## config.mk

```make
export PLATFORM = sky130hd
export DESIGN_NAME = mbrs_seq
export DESIGN_NICKNAME = d
export VERILOG_FILES = /design/src/design/mbrs_pkg.sv /design/src/design/mbrs_seq.sv
export VERILOG_INCLUDE_DIRS = /design/src /design/src/design
export SDC_FILE = /design/constraint.sdc
export NUM_CORES = 1
export LEC_CHECK = 0
export ABC_AREA = 1
export BUFFER_PORTS_ARGS = -buffer_cell sky130_fd_sc_hd__buf_2
export CORE_ASPECT_RATIO = 1.5
export CORE_UTILIZATION = 32
export DETAILED_ROUTE_END_ITERATION = 10
export GPL_ROUTABILITY_DRIVEN = 0
export PLACE_DENSITY_LB_ADDON = 0.2
export SYNTH_ARGS = -nofsm -noshare
export SYNTH_HDL_FRONTEND = slang
export SYNTH_SLANG_ARGS = --single-unit
export TNS_END_PERCENT = 1
```

## constraint.sdc

```tcl
create_clock -name clock -period 13.9 [get_ports clock]
set_input_delay 2.085 -clock clock [delete_from_list [all_inputs] [get_ports clock]]
set_output_delay 2.085 -clock clock [all_outputs]
set_load 0.02 [all_outputs]
```

## src/design/mbrs_regs.svh

```systemverilog
// constants, offsets and field positions of the memory bank read sequencer
`ifndef MBRS_REGS_SVH
`define MBRS_REGS_SVH
`define MBRS_ADDR_W 6
`define MBRS_OFF_CTRL 6'h00
`define MBRS_OFF_STATUS 6'h04
`define MBRS_OFF_START 6'h08
`define MBRS_OFF_LOWER0 6'h10
`define MBRS_OFF_UPPER0 6'h30
`define MBRS_OFF_END 8'h50
`define MBRS_LOWER_FIRST_LSB 12
`define MBRS_LOWER_INTER_LSB 4
`define MBRS_UPPER_REPEAT_BIT 14
`define MBRS_UPPER_ACK_LSB 8
`define MBRS_UPPER_TA_LSB 0
`define MBRS_LOWER_RESET 16'hffff
`define MBRS_UPPER_RESET 16'h7f01
`define MBRS_ACK_NONE 6'h3f
`define MBRS_ACK_LEAD 5'h03
`endif

```

## src/design/mbrs_pkg.sv

```systemverilog
// types of the memory bank read sequencer
package mbrs_pkg;
  typedef enum logic [2:0] {
    mbrs_idle,
    mbrs_start,
    mbrs_sample,
    mbrs_pc_end,
    mbrs_turn
  } mbrs_state_e;
  typedef struct packed {
    logic addr_latch_strobe;
    logic burst_frame;
    logic read_strobe;
    logic [7:0] bank_select;
    logic even_read_enable;
    logic odd_read_enable;
    logic datum_ready;
    logic internal_ack;
  } mbrs_pins_s;
endpackage

```

## src/design/mbrs_seq.sv

```systemverilog
// memory bank read sequencer with axi4-lite timing registers
//
// The register addresses and register access over AXI4-Lite were decided locally.
`timescale 1ns/1ps
`include "mbrs_regs.svh"
module mbrs_seq
  import mbrs_pkg::*;
(
  // clock and reset
  input wire logic clock,
  input wire logic nrst,
  // axi4-lite slave
  input wire logic [`MBRS_ADDR_W+1:0] s_awaddr,
  input wire logic s_awvalid,
  output logic s_awready,
  input wire logic [31:0] s_wdata,
  input wire logic [3:0] s_wstrb,
  input wire logic s_wvalid,
  output logic s_wready,
  output logic [1:0] s_bresp,
  output logic s_bvalid,
  input wire logic s_bready,
  input wire logic [`MBRS_ADDR_W+1:0] s_araddr,
  input wire logic s_arvalid,
  output logic s_arready,
  output logic [31:0] s_rdata,
  output logic [1:0] s_rresp,
  output logic s_rvalid,
  input wire logic s_rready,
  // memory side
  input wire logic external_wait,
  output mbrs_pins_s pins
);
  logic [1:0] rst_sync;
  logic rst_n;
  assign rst_n = rst_sync[1];
  always_ff @(posedge clock or negedge nrst)
  begin
    if (!nrst)
      rst_sync <= 2'b00;
    else
      rst_sync <= {rst_sync[0], 1'b1};
  end

  // per-bank timing, 8 banks each
  logic [15:0] bank_timing_lower [8];
  logic [15:0] bank_timing_upper [8];
  logic [2:0] req_bank;
  logic [4:0] req_count;
  logic req_pcmcia;
  logic [1:0] req_bytes;
  logic go;
  logic busy;
  logic [15:0] done_count;
  mbrs_state_e state;

  // write path: address and data taken in either order
  logic aw_held, w_held;
  logic [`MBRS_ADDR_W+1:0] aw_addr;
  logic [31:0] w_data;
  logic [3:0] w_strb;
  logic do_write;
  assign do_write = aw_held && w_held && !s_bvalid;
  always_ff @(posedge clock or negedge rst_n)
  begin
    if (!rst_n)
    begin
      aw_held <= 1'b0;
      w_held <= 1'b0;
      aw_addr <= '0;
      w_data <= '0;
      w_strb <= '0;
      s_awready <= 1'b0;
      s_wready <= 1'b0;
      s_bvalid <= 1'b0;
      s_bresp <= 2'b00;
    end
    else
    begin
      s_awready <= !aw_held && !s_awready && !s_bvalid;
      s_wready <= !w_held && !s_wready && !s_bvalid;
      if (s_awvalid && s_awready)
      begin
        aw_held <= 1'b1;
        aw_addr <= s_awaddr;
        s_awready <= 1'b0;
      end
      if (s_wvalid && s_wready)
      begin
        w_held <= 1'b1;
        w_data <= s_wdata;
        w_strb <= s_wstrb;
        s_wready <= 1'b0;
      end
      if (do_write)
      begin
        aw_held <= 1'b0;
        w_held <= 1'b0;
        s_bvalid <= 1'b1;
        s_bresp <= wr_ok(aw_addr) ? 2'b00 : 2'b10;
      end
      else if (s_bvalid && s_bready)
        s_bvalid <= 1'b0;
    end
  end

  function automatic logic wr_ok(input logic [`MBRS_ADDR_W+1:0] a);
    wr_ok = (a == {2'b00, `MBRS_OFF_CTRL}) || (a == {2'b00, `MBRS_OFF_START})
      || (a >= {2'b00, `MBRS_OFF_LOWER0} && a < `MBRS_OFF_END);
  endfunction

  // bank index of a timing register relative to its table base
  function automatic logic [2:0] bank_of(input logic [`MBRS_ADDR_W+1:0] a,
    input logic [`MBRS_ADDR_W+1:0] base);
    logic [`MBRS_ADDR_W+1:0] d;
    d = a - base;
    bank_of = d[4:2];
  endfunction

  // register storage; bank settings are per bank select
  always_ff @(posedge clock or negedge rst_n)
  begin
    if (!rst_n)
    begin
      for (int i = 0; i < 8; i++)
      begin
        bank_timing_lower[i] <= `MBRS_LOWER_RESET;
        bank_timing_upper[i] <= `MBRS_UPPER_RESET;
      end
      req_bank <= 3'h0;
      req_count <= 5'h01;
      req_pcmcia <= 1'b0;
      req_bytes <= 2'h3;
    end
    else if (do_write && w_strb[0] && wr_ok(aw_addr))
    begin
      if (aw_addr == {2'b00, `MBRS_OFF_CTRL})
      begin
        req_bank <= w_data[2:0];
        req_pcmcia <= w_data[3];
        req_bytes <= w_data[5:4];
        // zero length would stall; zero or more than 16 datums becomes 16
        req_count <= (w_data[12:8] == 5'h00 || w_data[12:8] > 5'h10) ? 5'h10 : w_data[12:8];
      end
      else if (aw_addr >= {2'b00, `MBRS_OFF_UPPER0})
        bank_timing_upper[bank_of(aw_addr, {2'b00, `MBRS_OFF_UPPER0})] <= w_data[15:0] & 16'h7f07;
      else if (aw_addr >= {2'b00, `MBRS_OFF_LOWER0})
        bank_timing_lower[bank_of(aw_addr, {2'b00, `MBRS_OFF_LOWER0})] <= w_data[15:0];
    end
  end

  // start command: writing the start offset launches one read, held while busy until the current read ends; held into pcmcia end it stays set, relaunching
  always_ff @(posedge clock or negedge rst_n)
  begin
    if (!rst_n)
      go <= 1'b0;
    else if (do_write && aw_addr == {2'b00, `MBRS_OFF_START})
      go <= 1'b1;
    else if (state == mbrs_idle || state == mbrs_turn || state == mbrs_pc_end)
      go <= go && busy;
  end

  // read path
  always_ff @(posedge clock or negedge rst_n)
  begin
    if (!rst_n)
    begin
      s_arready <= 1'b0;
      s_rvalid <= 1'b0;
      s_rdata <= '0;
      s_rresp <= 2'b00;
    end
    else
    begin
      s_arready <= !s_rvalid && !s_arready;
      if (s_arvalid && s_arready)
      begin
        s_arready <= 1'b0;
        s_rvalid <= 1'b1;
        s_rresp <= 2'b00;
        s_rdata <= rd_word(s_araddr);
      end
      else if (s_rvalid && s_rready)
        s_rvalid <= 1'b0;
    end
  end

  function automatic logic [31:0] rd_word(input logic [`MBRS_ADDR_W+1:0] a);
    logic [`MBRS_ADDR_W+1:0] o;
    o = a;
    rd_word = 32'h0;
    // nothing above the tables aliases back into them
    if (o >= `MBRS_OFF_END)
      rd_word = 32'h0;
    else if (o == {2'b00, `MBRS_OFF_CTRL})
      rd_word = {19'h0, req_count, 2'h0, req_bytes, req_pcmcia, req_bank};
    else if (o == {2'b00, `MBRS_OFF_STATUS})
      rd_word = {done_count, 15'h0, busy};
    else if (o >= {2'b00, `MBRS_OFF_UPPER0})
      rd_word = {16'h0, bank_timing_upper[bank_of(o, {2'b00, `MBRS_OFF_UPPER0})]};
    else if (o >= {2'b00, `MBRS_OFF_LOWER0})
      rd_word = {16'h0, bank_timing_lower[bank_of(o, {2'b00, `MBRS_OFF_LOWER0})]};
  endfunction

  // external wait: three-stage capture, change accepted when stages 2 and 3 agree
  logic [2:0] wait_sync;
  logic wait_q;
  always_ff @(posedge clock or negedge rst_n)
  begin
    if (!rst_n)
    begin
      wait_sync <= 3'h0;
      wait_q <= 1'b0;
    end
    else
    begin
      wait_sync <= {wait_sync[1:0], external_wait};
      if (wait_sync[2] == wait_sync[1])
        wait_q <= wait_sync[2];
    end
  end

  // transaction state
  logic [2:0] bank;
  logic pcm;
  logic [1:0] pbytes;
  logic rep_left;
  logic [3:0] wcnt;
  logic [4:0] left;
  logic [5:0] ack_cnt;
  logic ack_done;
  logic [2:0] ta_cnt;
  logic sampled;
  logic [3:0] first_d, inter_d;
  logic [5:0] ack_d;
  logic [2:0] ta_d;
  logic rep_d;
  logic wait_now, dr_next, last_next, odd_en;
  assign first_d = bank_timing_lower[bank][`MBRS_LOWER_FIRST_LSB +: 4];
  // interleaved banks are not built; every bank runs non-interleaved
  assign inter_d = bank_timing_lower[bank][`MBRS_LOWER_INTER_LSB +: 4];
  assign ack_d = bank_timing_upper[bank][`MBRS_UPPER_ACK_LSB +: 6];
  assign ta_d = bank_timing_upper[bank][`MBRS_UPPER_TA_LSB +: 3];
  assign rep_d = bank_timing_upper[bank][`MBRS_UPPER_REPEAT_BIT];
  assign busy = state != mbrs_idle;
  assign sampled = state == mbrs_sample && pins.datum_ready;
  // pcmcia odd-byte-only reads use the odd lane
  assign odd_en = pcm ? pbytes == 2'b10 : bank[0];

  function automatic logic [7:0] pair_sel(input logic [2:0] b, input logic [1:0] by);
    pair_sel = 8'h0;
    pair_sel[{b[2:1], 1'b0}] = by[0];
    pair_sel[{b[2:1], 1'b1}] = by[1];
  endfunction

  always_ff @(posedge clock or negedge rst_n)
  begin
    if (!rst_n)
    begin
      state <= mbrs_idle;
      bank <= 3'h0;
      pcm <= 1'b0;
      pbytes <= 2'h0;
      rep_left <= 1'b0;
      wcnt <= 4'h0;
      left <= 5'h0;
      ack_cnt <= 6'h0;
      ack_done <= 1'b0;
      ta_cnt <= 3'h0;
      done_count <= 16'h0;
    end
    else
    begin
      case (state)
        mbrs_idle, mbrs_pc_end:
        begin
          if (go)
          begin
            state <= mbrs_start;
            bank <= req_bank;
            pcm <= req_pcmcia;
            pbytes <= req_bytes;
            left <= req_count;
            rep_left <= bank_timing_upper[req_bank][`MBRS_UPPER_REPEAT_BIT];
            ack_cnt <= 6'h0;
            ack_done <= 1'b0;
          end
          else
            state <= mbrs_idle;
        end
        mbrs_start:
        begin
          ack_cnt <= ack_cnt + 6'h1;
          if (rep_left)
            rep_left <= 1'b0;
          else
          begin
            state <= mbrs_sample;
            wcnt <= first_d;
          end
        end
        mbrs_sample:
        begin
          ack_cnt <= ack_cnt + 6'h1;
          if (wcnt != 4'h0)
            wcnt <= wcnt - 4'h1;
          else if (sampled)
          begin
            left <= left - 5'h1;
            wcnt <= inter_d;
            if (left == 5'h1)
            begin
              done_count <= done_count + 16'h1;
              ta_cnt <= (ta_d == 3'h0) ? 3'h1 : ta_d;
              state <= pcm ? mbrs_pc_end : mbrs_turn;
            end
          end
          if (ack_d != `MBRS_ACK_NONE && ack_cnt == ack_d)
            ack_done <= 1'b1;
        end
        mbrs_turn:
        begin
          ta_cnt <= ta_cnt - 3'h1;
          if (ta_cnt == 3'h1)
            state <= mbrs_idle;
        end
        default:
          state <= mbrs_idle;
      endcase
    end
  end

  // registered pin outputs
  mbrs_pins_s next_pins;
  always_comb
  begin
    wait_now = (wait_sync[2] == wait_sync[1]) ? wait_sync[2] : wait_q;
    last_next = left == (sampled ? 5'h2 : 5'h1);
    dr_next = 1'b0;
    if (state == mbrs_start && !rep_left)
      dr_next = first_d == 4'h0;
    else if (state == mbrs_sample)
      dr_next = (wcnt != 4'h0) ? wcnt == 4'h1 : (!sampled || (left > 5'h1 && inter_d == 4'h0));
    // decided a cycle early since the pin is registered
    dr_next = dr_next && !wait_now;
    next_pins = pins;
    next_pins.addr_latch_strobe = 1'b0;
    next_pins.datum_ready = 1'b0;
    next_pins.internal_ack = 1'b0;
    next_pins.even_read_enable = 1'b0;
    next_pins.odd_read_enable = 1'b0;
    if (state == mbrs_idle && go)
    begin
      next_pins.addr_latch_strobe = 1'b1;
      next_pins.burst_frame = 1'b1;
      next_pins.read_strobe = 1'b1;
      next_pins.bank_select = req_pcmcia ? 8'h0 : (8'h1 << req_bank);
    end
    else if (state == mbrs_start && !rep_left)
    begin
      if (pcm)
      begin
        next_pins.burst_frame = 1'b0;
        next_pins.bank_select = pair_sel(bank, pbytes);
      end
      next_pins.even_read_enable = !odd_en;
      next_pins.odd_read_enable = odd_en;
    end
    else if (state == mbrs_sample)
    begin
      next_pins.even_read_enable = !odd_en && !sampled;
      next_pins.odd_read_enable = odd_en && !sampled;
      if (sampled && left == 5'h2)
        next_pins.burst_frame = 1'b0;
      if (sampled && left > 5'h1)
      begin
        next_pins.even_read_enable = !odd_en;
        next_pins.odd_read_enable = odd_en;
      end
      if (sampled && left == 5'h1)
      begin
        if (pcm)
          next_pins.bank_select = 8'h0;
        // strobe held, select too unless pcmcia; next start may reuse them
        next_pins.read_strobe = 1'b1;
      end
      if (ack_d != `MBRS_ACK_NONE && ack_cnt == ack_d && !ack_done && left > 5'h1)
        next_pins.internal_ack = 1'b1;
    end
    if (state == mbrs_start && !rep_left && left == 5'h1 && !pcm)
      next_pins.burst_frame = 1'b0;
    if (state == mbrs_turn && ta_cnt == 3'h1)
    begin
      next_pins.read_strobe = 1'b0;
      next_pins.bank_select = 8'h0;
    end
    next_pins.datum_ready = dr_next;
    if (dr_next && last_next && !ack_done && !next_pins.internal_ack)
      next_pins.internal_ack = 1'b1;
  end

  always_ff @(posedge clock or negedge rst_n)
  begin
    if (!rst_n)
      pins <= '0;
    else
      pins <= next_pins;
  end
endmodule

```

==> results of run 1 <==
power breakdown:
part / switching (W) / total, W / internal [W]
Sequential: 0.000176 / 0.00154 / 0.00137
Clock: 0.000447 / 0.00105 / 0.000607
Combinational: 0.000609 / 0.000886 / 0.000277
per-stage QoR:
stage,total power [W],setup slack (ps),util,std cells
floorplan,0.00214,3730,-,2139
global placement,0.00242,8660,0.342,2824
global route,0.00371,9130,0.365,2897
detailed placement,0.00245,8690,0.342,2824
CTS,0.00352,9250,0.365,2897
finish,0.00348,9170,0.365,2897
per-layer routing:
metal / share of wire / vias to the layer above / wire length, um / track usage
met5: 0.00018 / - / 10 / 0
met4: 0.034 / 2 / 1870 / 0.0762
met2: 0.48 / 411 / 26400 / 0.344
li1: - / 7121 / - / -
met3: 0.050 / 101 / 2770 / 0.0295
met1: 0.44 / 7083 / 24100 / 0.265
layout make-up:
cell class | count | area, um^2
Fill cell | 5594 | 34100
Timing Repair Buffer | 115 | 631
Clock inverter | 19 | 188
Tap cell | 689 | 862
Clock buffer | 54 | 1080
Sequential cell | 351 | 9030
Multi-Input combinational cell | 1463 | 7060
Inverter | 206 | 773
worst paths after layout:
kind | slack [ps] | cells after the start | end
worst max-delay path | 9170 | 11 | s_rdata[1]
worst min-delay path | 350 | 0 | wait_sync[1]
worst max register to register | 10860 | 11 | pins[0]
worst min register to register | 350 | 0 | wait_sync[1]
max in group asynchronous | 11970 | 1 | s_rdata[1]
min in group asynchronous | 440 | 0 | w_data[4]
state kept, by name, summed over array words and instances, names as in the netlist, 4 cells and up:
| name | count |
|---|---|
| bank_timing_lower | 128 |
| bank_timing_upper | 80 |
| s_rdata | 32 |
| done_count | 16 |
| w_data | 16 |
| pins | 15 |
| aw_addr | 8 |
| ack_cnt | 6 |
| left | 5 |
| req_count | 5 |
| wcnt | 4 |
cell families after synthesis:
logic type	share of synthesized area
AND/OR/NAND/NOR	0.215
AO/OA/AOI/OAI	0.174
flip-flops	0.518
buffers and inverters	0.0775
XOR/XNOR	0.00754
adder cells (fa/ha/maj)	0.00775
other	0.000431
cells in the mapped netlist, types with 29 or more instances:
cell,number
nand2_1,631
o21ai_0,226
inv_1,197
dfstp_2,195
dfrtp_1,156
o21ai_1,113
nand3_1,106
nor2_1,94
a21oi_1,78
clkbuf_1,65
buf_2,35
o221ai_1,29
worst max-delay path, stage by stage:
cell and delay, ps:
buf_2 70, buf_4 430, inv_2 460, o21ai_2 740, inv_1 200, nand2_1 400, inv_1 180, nand3_1 140
nand3_1 150, o211ai_1 180, nand2_1 80
==> results.ini, run 1 <==
[detailed_routing]
via_per_inst=5.08
ant_nets=0
wire_per_inst_um=19.0
dr.pass1.iters=9
num_vias=14700
drc=26
drtIter0Drc=950
routed_wl_um=55200

[floorplan]
die_w_um=193
die_y_um=288
die-area_um2=55400
initial_utilization=0.324
io_pins=116
core-area_um2=53700
core.rowCount=104

[yosys]
async_flop_share=1.00
synthFlopType=dfstp_2
synth_edf_count=0
netlist.top_cell.by_area=dfstp_2
synthCells=2137
synth_seq_cells=351
yosysWarnings=0
syn_avg_cell_area_um2=8.16
syn_area_um2=17400
ys_seq_area_frac=0.518
yosysTopAreaCellShare=0.294
synthDistinctLibCells=54
synth.area.top_cells=dfstp_2 (29%), dfrtp_1 (22%), nand2_1 (14%)

[timing]
drv_slew=0
setup_viol=0
hold_viol=0
worstMarginPinSlew_ps=1080
period_share=0.340
rsz0062_at_grt=no
whs_ps=350
skew_ps=25.1
tns_ps=0
max_freq_mhz=211
fin_crit_ps=4730
max_slew_margin=0.279

[status]
violations=design-rule violations
run_status=finished, violations left

[clocking]
cts_sinks=351
cts_root_buffer=clkbuf_16
cts_tree=done
cts.clk_slew.worst_paths_ps=60
cts_buffers=40
cts.path.max_buffers=3
clkLatencyLatePin_ps=580
post_cts_resize_count=0
postCtsSetupBuffers=0
cts_hold_buf=0
htree_levels=2

[pwr]
peakVddDrop_v=0.0000931
p_per_area_nw_per_um2=177
p_leak_nw=8.27

[global_route]
grt_pass1_wl_um=86300
grt_start_max_net_pins=71
grt_usage=0.205
antenna_found_initial=1
grt_pass1_vias=14700
grt_overflow_total=0

[critical_path]
critPathKind=primary input to flop
crit_required_ps=14330
worstPathArrival_ps=5160
worstSetupEndpointType=flop
r2r_start=bank[2]
start_kind=primary input
critPathLaunch=s_araddr[4]
path_max_fanout=28

[finish]
final_layout_size_suffix_gt1_frac=0.190
layout_common_cells=nand2_1 (630), o21ai_0 (226), inv_1 (196)
final_common_cell=nand2_1
nNetsFinal=2247
diodes=0
syn2layout_area_growth_pct=12.6
fin_area_um2=19600

[flow_run]
cap_violations=0

[placed_design]
dpl.hpwl_um=36300
placed_area_um2=18400
port_buffers=93

[hold_path]
min_from=wait_sync[0]
hold_path_class=flop to flop

Power figures use the tool's default switching activity.
==> run 2, diff against run 1 <==
==> constraint.sdc (replaced) <==
create_clock -name clock -period 5 [get_ports clock]
set_input_delay 0.75 -clock clock [delete_from_list [all_inputs] [get_ports clock]]
set_output_delay 0.75 -clock clock [all_outputs]
set_load 0.02 [all_outputs]
==> results.ini, run 2 (synthesis gave the netlist of run 1 again) <==
[status]
run_status=finished, violations left  ; unchanged
violations=design-rule violations  ; unchanged

[finish]
instances_no_fill=2903  ; was 2,897
nNetsFinal=2254  ; was 2,247
fin_util=0.368  ; was 0.365
final_common_cell=nand2_1  ; unchanged
reg.largest.list=bank_timing_lower x128, bank_timing_upper x80, s_rdata x32  ; unchanged
syn2layout_area_growth_pct=13.5  ; was 12.6%
largest_register_ffs=128  ; unchanged
diodes=0  ; unchanged
layout_common_cells=nand2_1 (631), o21ai_0 (226), inv_1 (197)  ; was nand2_1 (630), o21ai_0 (226), inv_1 (196)
largest_register=bank_timing_lower  ; unchanged
final_layout_size_suffix_gt1_frac=0.191  ; was 0.190

[timing]
tns_ps=0  ; unchanged
max_slew_margin=0.378  ; was 0.279
fin_crit_ps=3020
max_freq_mhz=331
rsz0062_at_grt=no  ; unchanged
worstMarginPinSlew_ps=931  ; was 1080 ps
setup_viol=0  ; unchanged
period_share=0.605
whs_ps=295  ; was 350 ps
hold_viol=0  ; unchanged
timing.final.ws_setup_ps=1980  ; was 9170 ps
drv_slew=0  ; unchanged
skew_ps=16.6  ; was 25.1 ps

[global_route]
grt_pass1_vias=14500  ; was 14,700
grt_usage=0.204  ; was 0.205
antenna_found_initial=0  ; was 1
grt_util_met1=0.261  ; was 0.265
grt_use_met2=0.349  ; was 0.344
use_met3=0.0273  ; was 0.0295
grt_pass1_wl_um=85400  ; was 86,300 um
grt_start_max_net_pins=126  ; was 71
grt_overflow_total=0  ; unchanged
busiest_layer=met2  ; unchanged

[detailed_routing]
wire_per_inst_um=19.0  ; about the same
via_per_inst=5.07  ; was 5.08
dr.pass1.iters=9  ; unchanged
ant_nets=0  ; unchanged
drtIter0Drc=1004  ; was 950
routed_wl_um=55100  ; was 55,200 um
drc=26  ; unchanged
num_vias=14700  ; about the same

[pwr]
swShare=0.346  ; was 0.354
p_clk_frac=0.312  ; was 0.303
p_seq_frac=0.436  ; was 0.443
p_int_w=0.00643  ; was 0.00225 W
p_per_area_nw_per_um2=497  ; was 177 nW/um^2
peakVddDrop_v=0.000233  ; was 0.0000931 V
p_sw_w=0.00340  ; was 0.00123 W
p_leak_nw=8.33  ; was 8.27 nW
pwr-share-comb=0.252  ; was 0.255

[flow_run]
cap_violations=0  ; unchanged

[critical_path]
r2r_end=ack_done  ; was pins[0]
r2r_start=bank[2]  ; unchanged
crit_required_ps=5490  ; was 14,330 ps
worstSetupEndpointType=flop  ; unchanged
start_kind=flop  ; was primary input
r2r_setup_slack_ps=1980  ; was 10,860 ps
worstPathArrival_ps=3510  ; was 5160 ps
path_max_fanout=10  ; was 28
critPathKind=flop to flop  ; was primary input to flop
worstRegToRegCells=11  ; unchanged

[hold_path]
hold_depth=1  ; was 0
hold_end=wait_sync[0]  ; was wait_sync[1]
min_from=external_wait  ; was wait_sync[0]
hold_path_class=primary input to flop  ; was flop to flop

[floorplan]
io_pins=116  ; unchanged
die_w_um=193  ; unchanged
die-area_um2=55400  ; unchanged
core-area_um2=53700  ; unchanged
die_y_um=288  ; unchanged
initial_utilization=0.324  ; unchanged
core.rowCount=104  ; unchanged

[placed_design]
dp.cells=2831  ; was 2,824
dpl.hpwl_um=36800  ; was 36,300 um
pre_cts_slack_ps=1940  ; was 8690 ps
port_buffers=93  ; unchanged

[clocking]
post_cts_resize_count=0  ; unchanged
cts_buffers=39  ; was 40
htree_levels=2  ; unchanged
cts.path.max_buffers=3  ; unchanged
cts_sinks=351  ; unchanged
cts_root_buffer=clkbuf_16  ; unchanged
cts.clk_slew.worst_paths_ps=60  ; about the same
cts_tree=done  ; unchanged
clkLatencyLatePin_ps=560  ; was 580 ps

==> run 2: cell count changes in the layout (fill, tap and decap cells not counted), moves of 2 or more <==
| cell | change |
|---|---|
| clkbuf_16 | +3 |
| inv_2 | -2 |
| clkbuf_8 | +2 |
| clkinv_2 | -7 |
| buf_4 | +6 |
| clkinvlp_4 | +2 |
==> run 2: stage by stage <==
step / area [um^2] / total power, W
final: 19800 / 0.00983
after global routing: 19800 / 0.0105
after CTS: 19800 / 0.00994
after detailed placement: 18400 / 0.00682
after global placement: 18400 / 0.00675
after floorplan: 17400 / 0.00595
==> run 2: final cells by class <==
class,instances,area [um^2]
fill,5622,34000
sequential,351,9030
multi-input combinational,1463,7060
clock buffer,60,1190
tap,689,862
inverter,206,773
timing repair buffer,123,706
clock inverter,11,160
==> run 2: worst max-delay path: stages, from the launching register on <==
cell and delay (ps):
dfrtp_1 440, nand2_2 400, clkinv_1 770, nand3_1 260, nand2_1 120, o21ai_0 170, nand2_1 70, nor2_1 100
nand2_1 60, nor2_1 310, nand2_1 90, a21oi_1 140
==> run 2: routing by layer <==
layer / routed length, um / up-vias
met3: 2660 / 92
met5: 0 / -
met1: 23900 / 7111
met2: 26800 / 402
li1: - / 7120
met4: 1670 / 0
==> run 2: power groups by stage <==
| stage | registers [W] | clock network [W] | logic, W |
|---|---|---|---|
| floorplan | 0.00429 | 0 | 0.00166 |
| global placement | 0.00430 | 0 | 0.00245 |
| detailed placement | 0.00432 | 0 | 0.00249 |
| CTS | 0.00428 | 0.00316 | 0.00250 |
| global route | 0.00438 | 0.00325 | 0.00284 |
| finish | 0.00429 | 0.00306 | 0.00248 |
==> run 2: repair_timing <==
item | in CTS | in global routing
hold buffers | 1 | 0
endpoints found under the hold margin | 2 | 0
buffers inserted | 0 | 0
==> run 2: worst max path at each step <==
| stage | slack, ps | cells past startpoint | start | endpoint |
|---|---|---|---|---|
| CTS | 1990 | 11 | bank[2] | ack_done |
| global placement | 1950 | 11 | s_araddr[3] | s_rdata[13] |
| floorplan | 1640 | 0 | rst_sync[1] | ack_cnt[0] |
| finish | 1980 | 11 | bank[2] | ack_done |
| detailed placement | 1940 | 10 | s_araddr[3] | s_rdata[10] |
| global route | 1740 | 11 | bank[2] | ack_done |
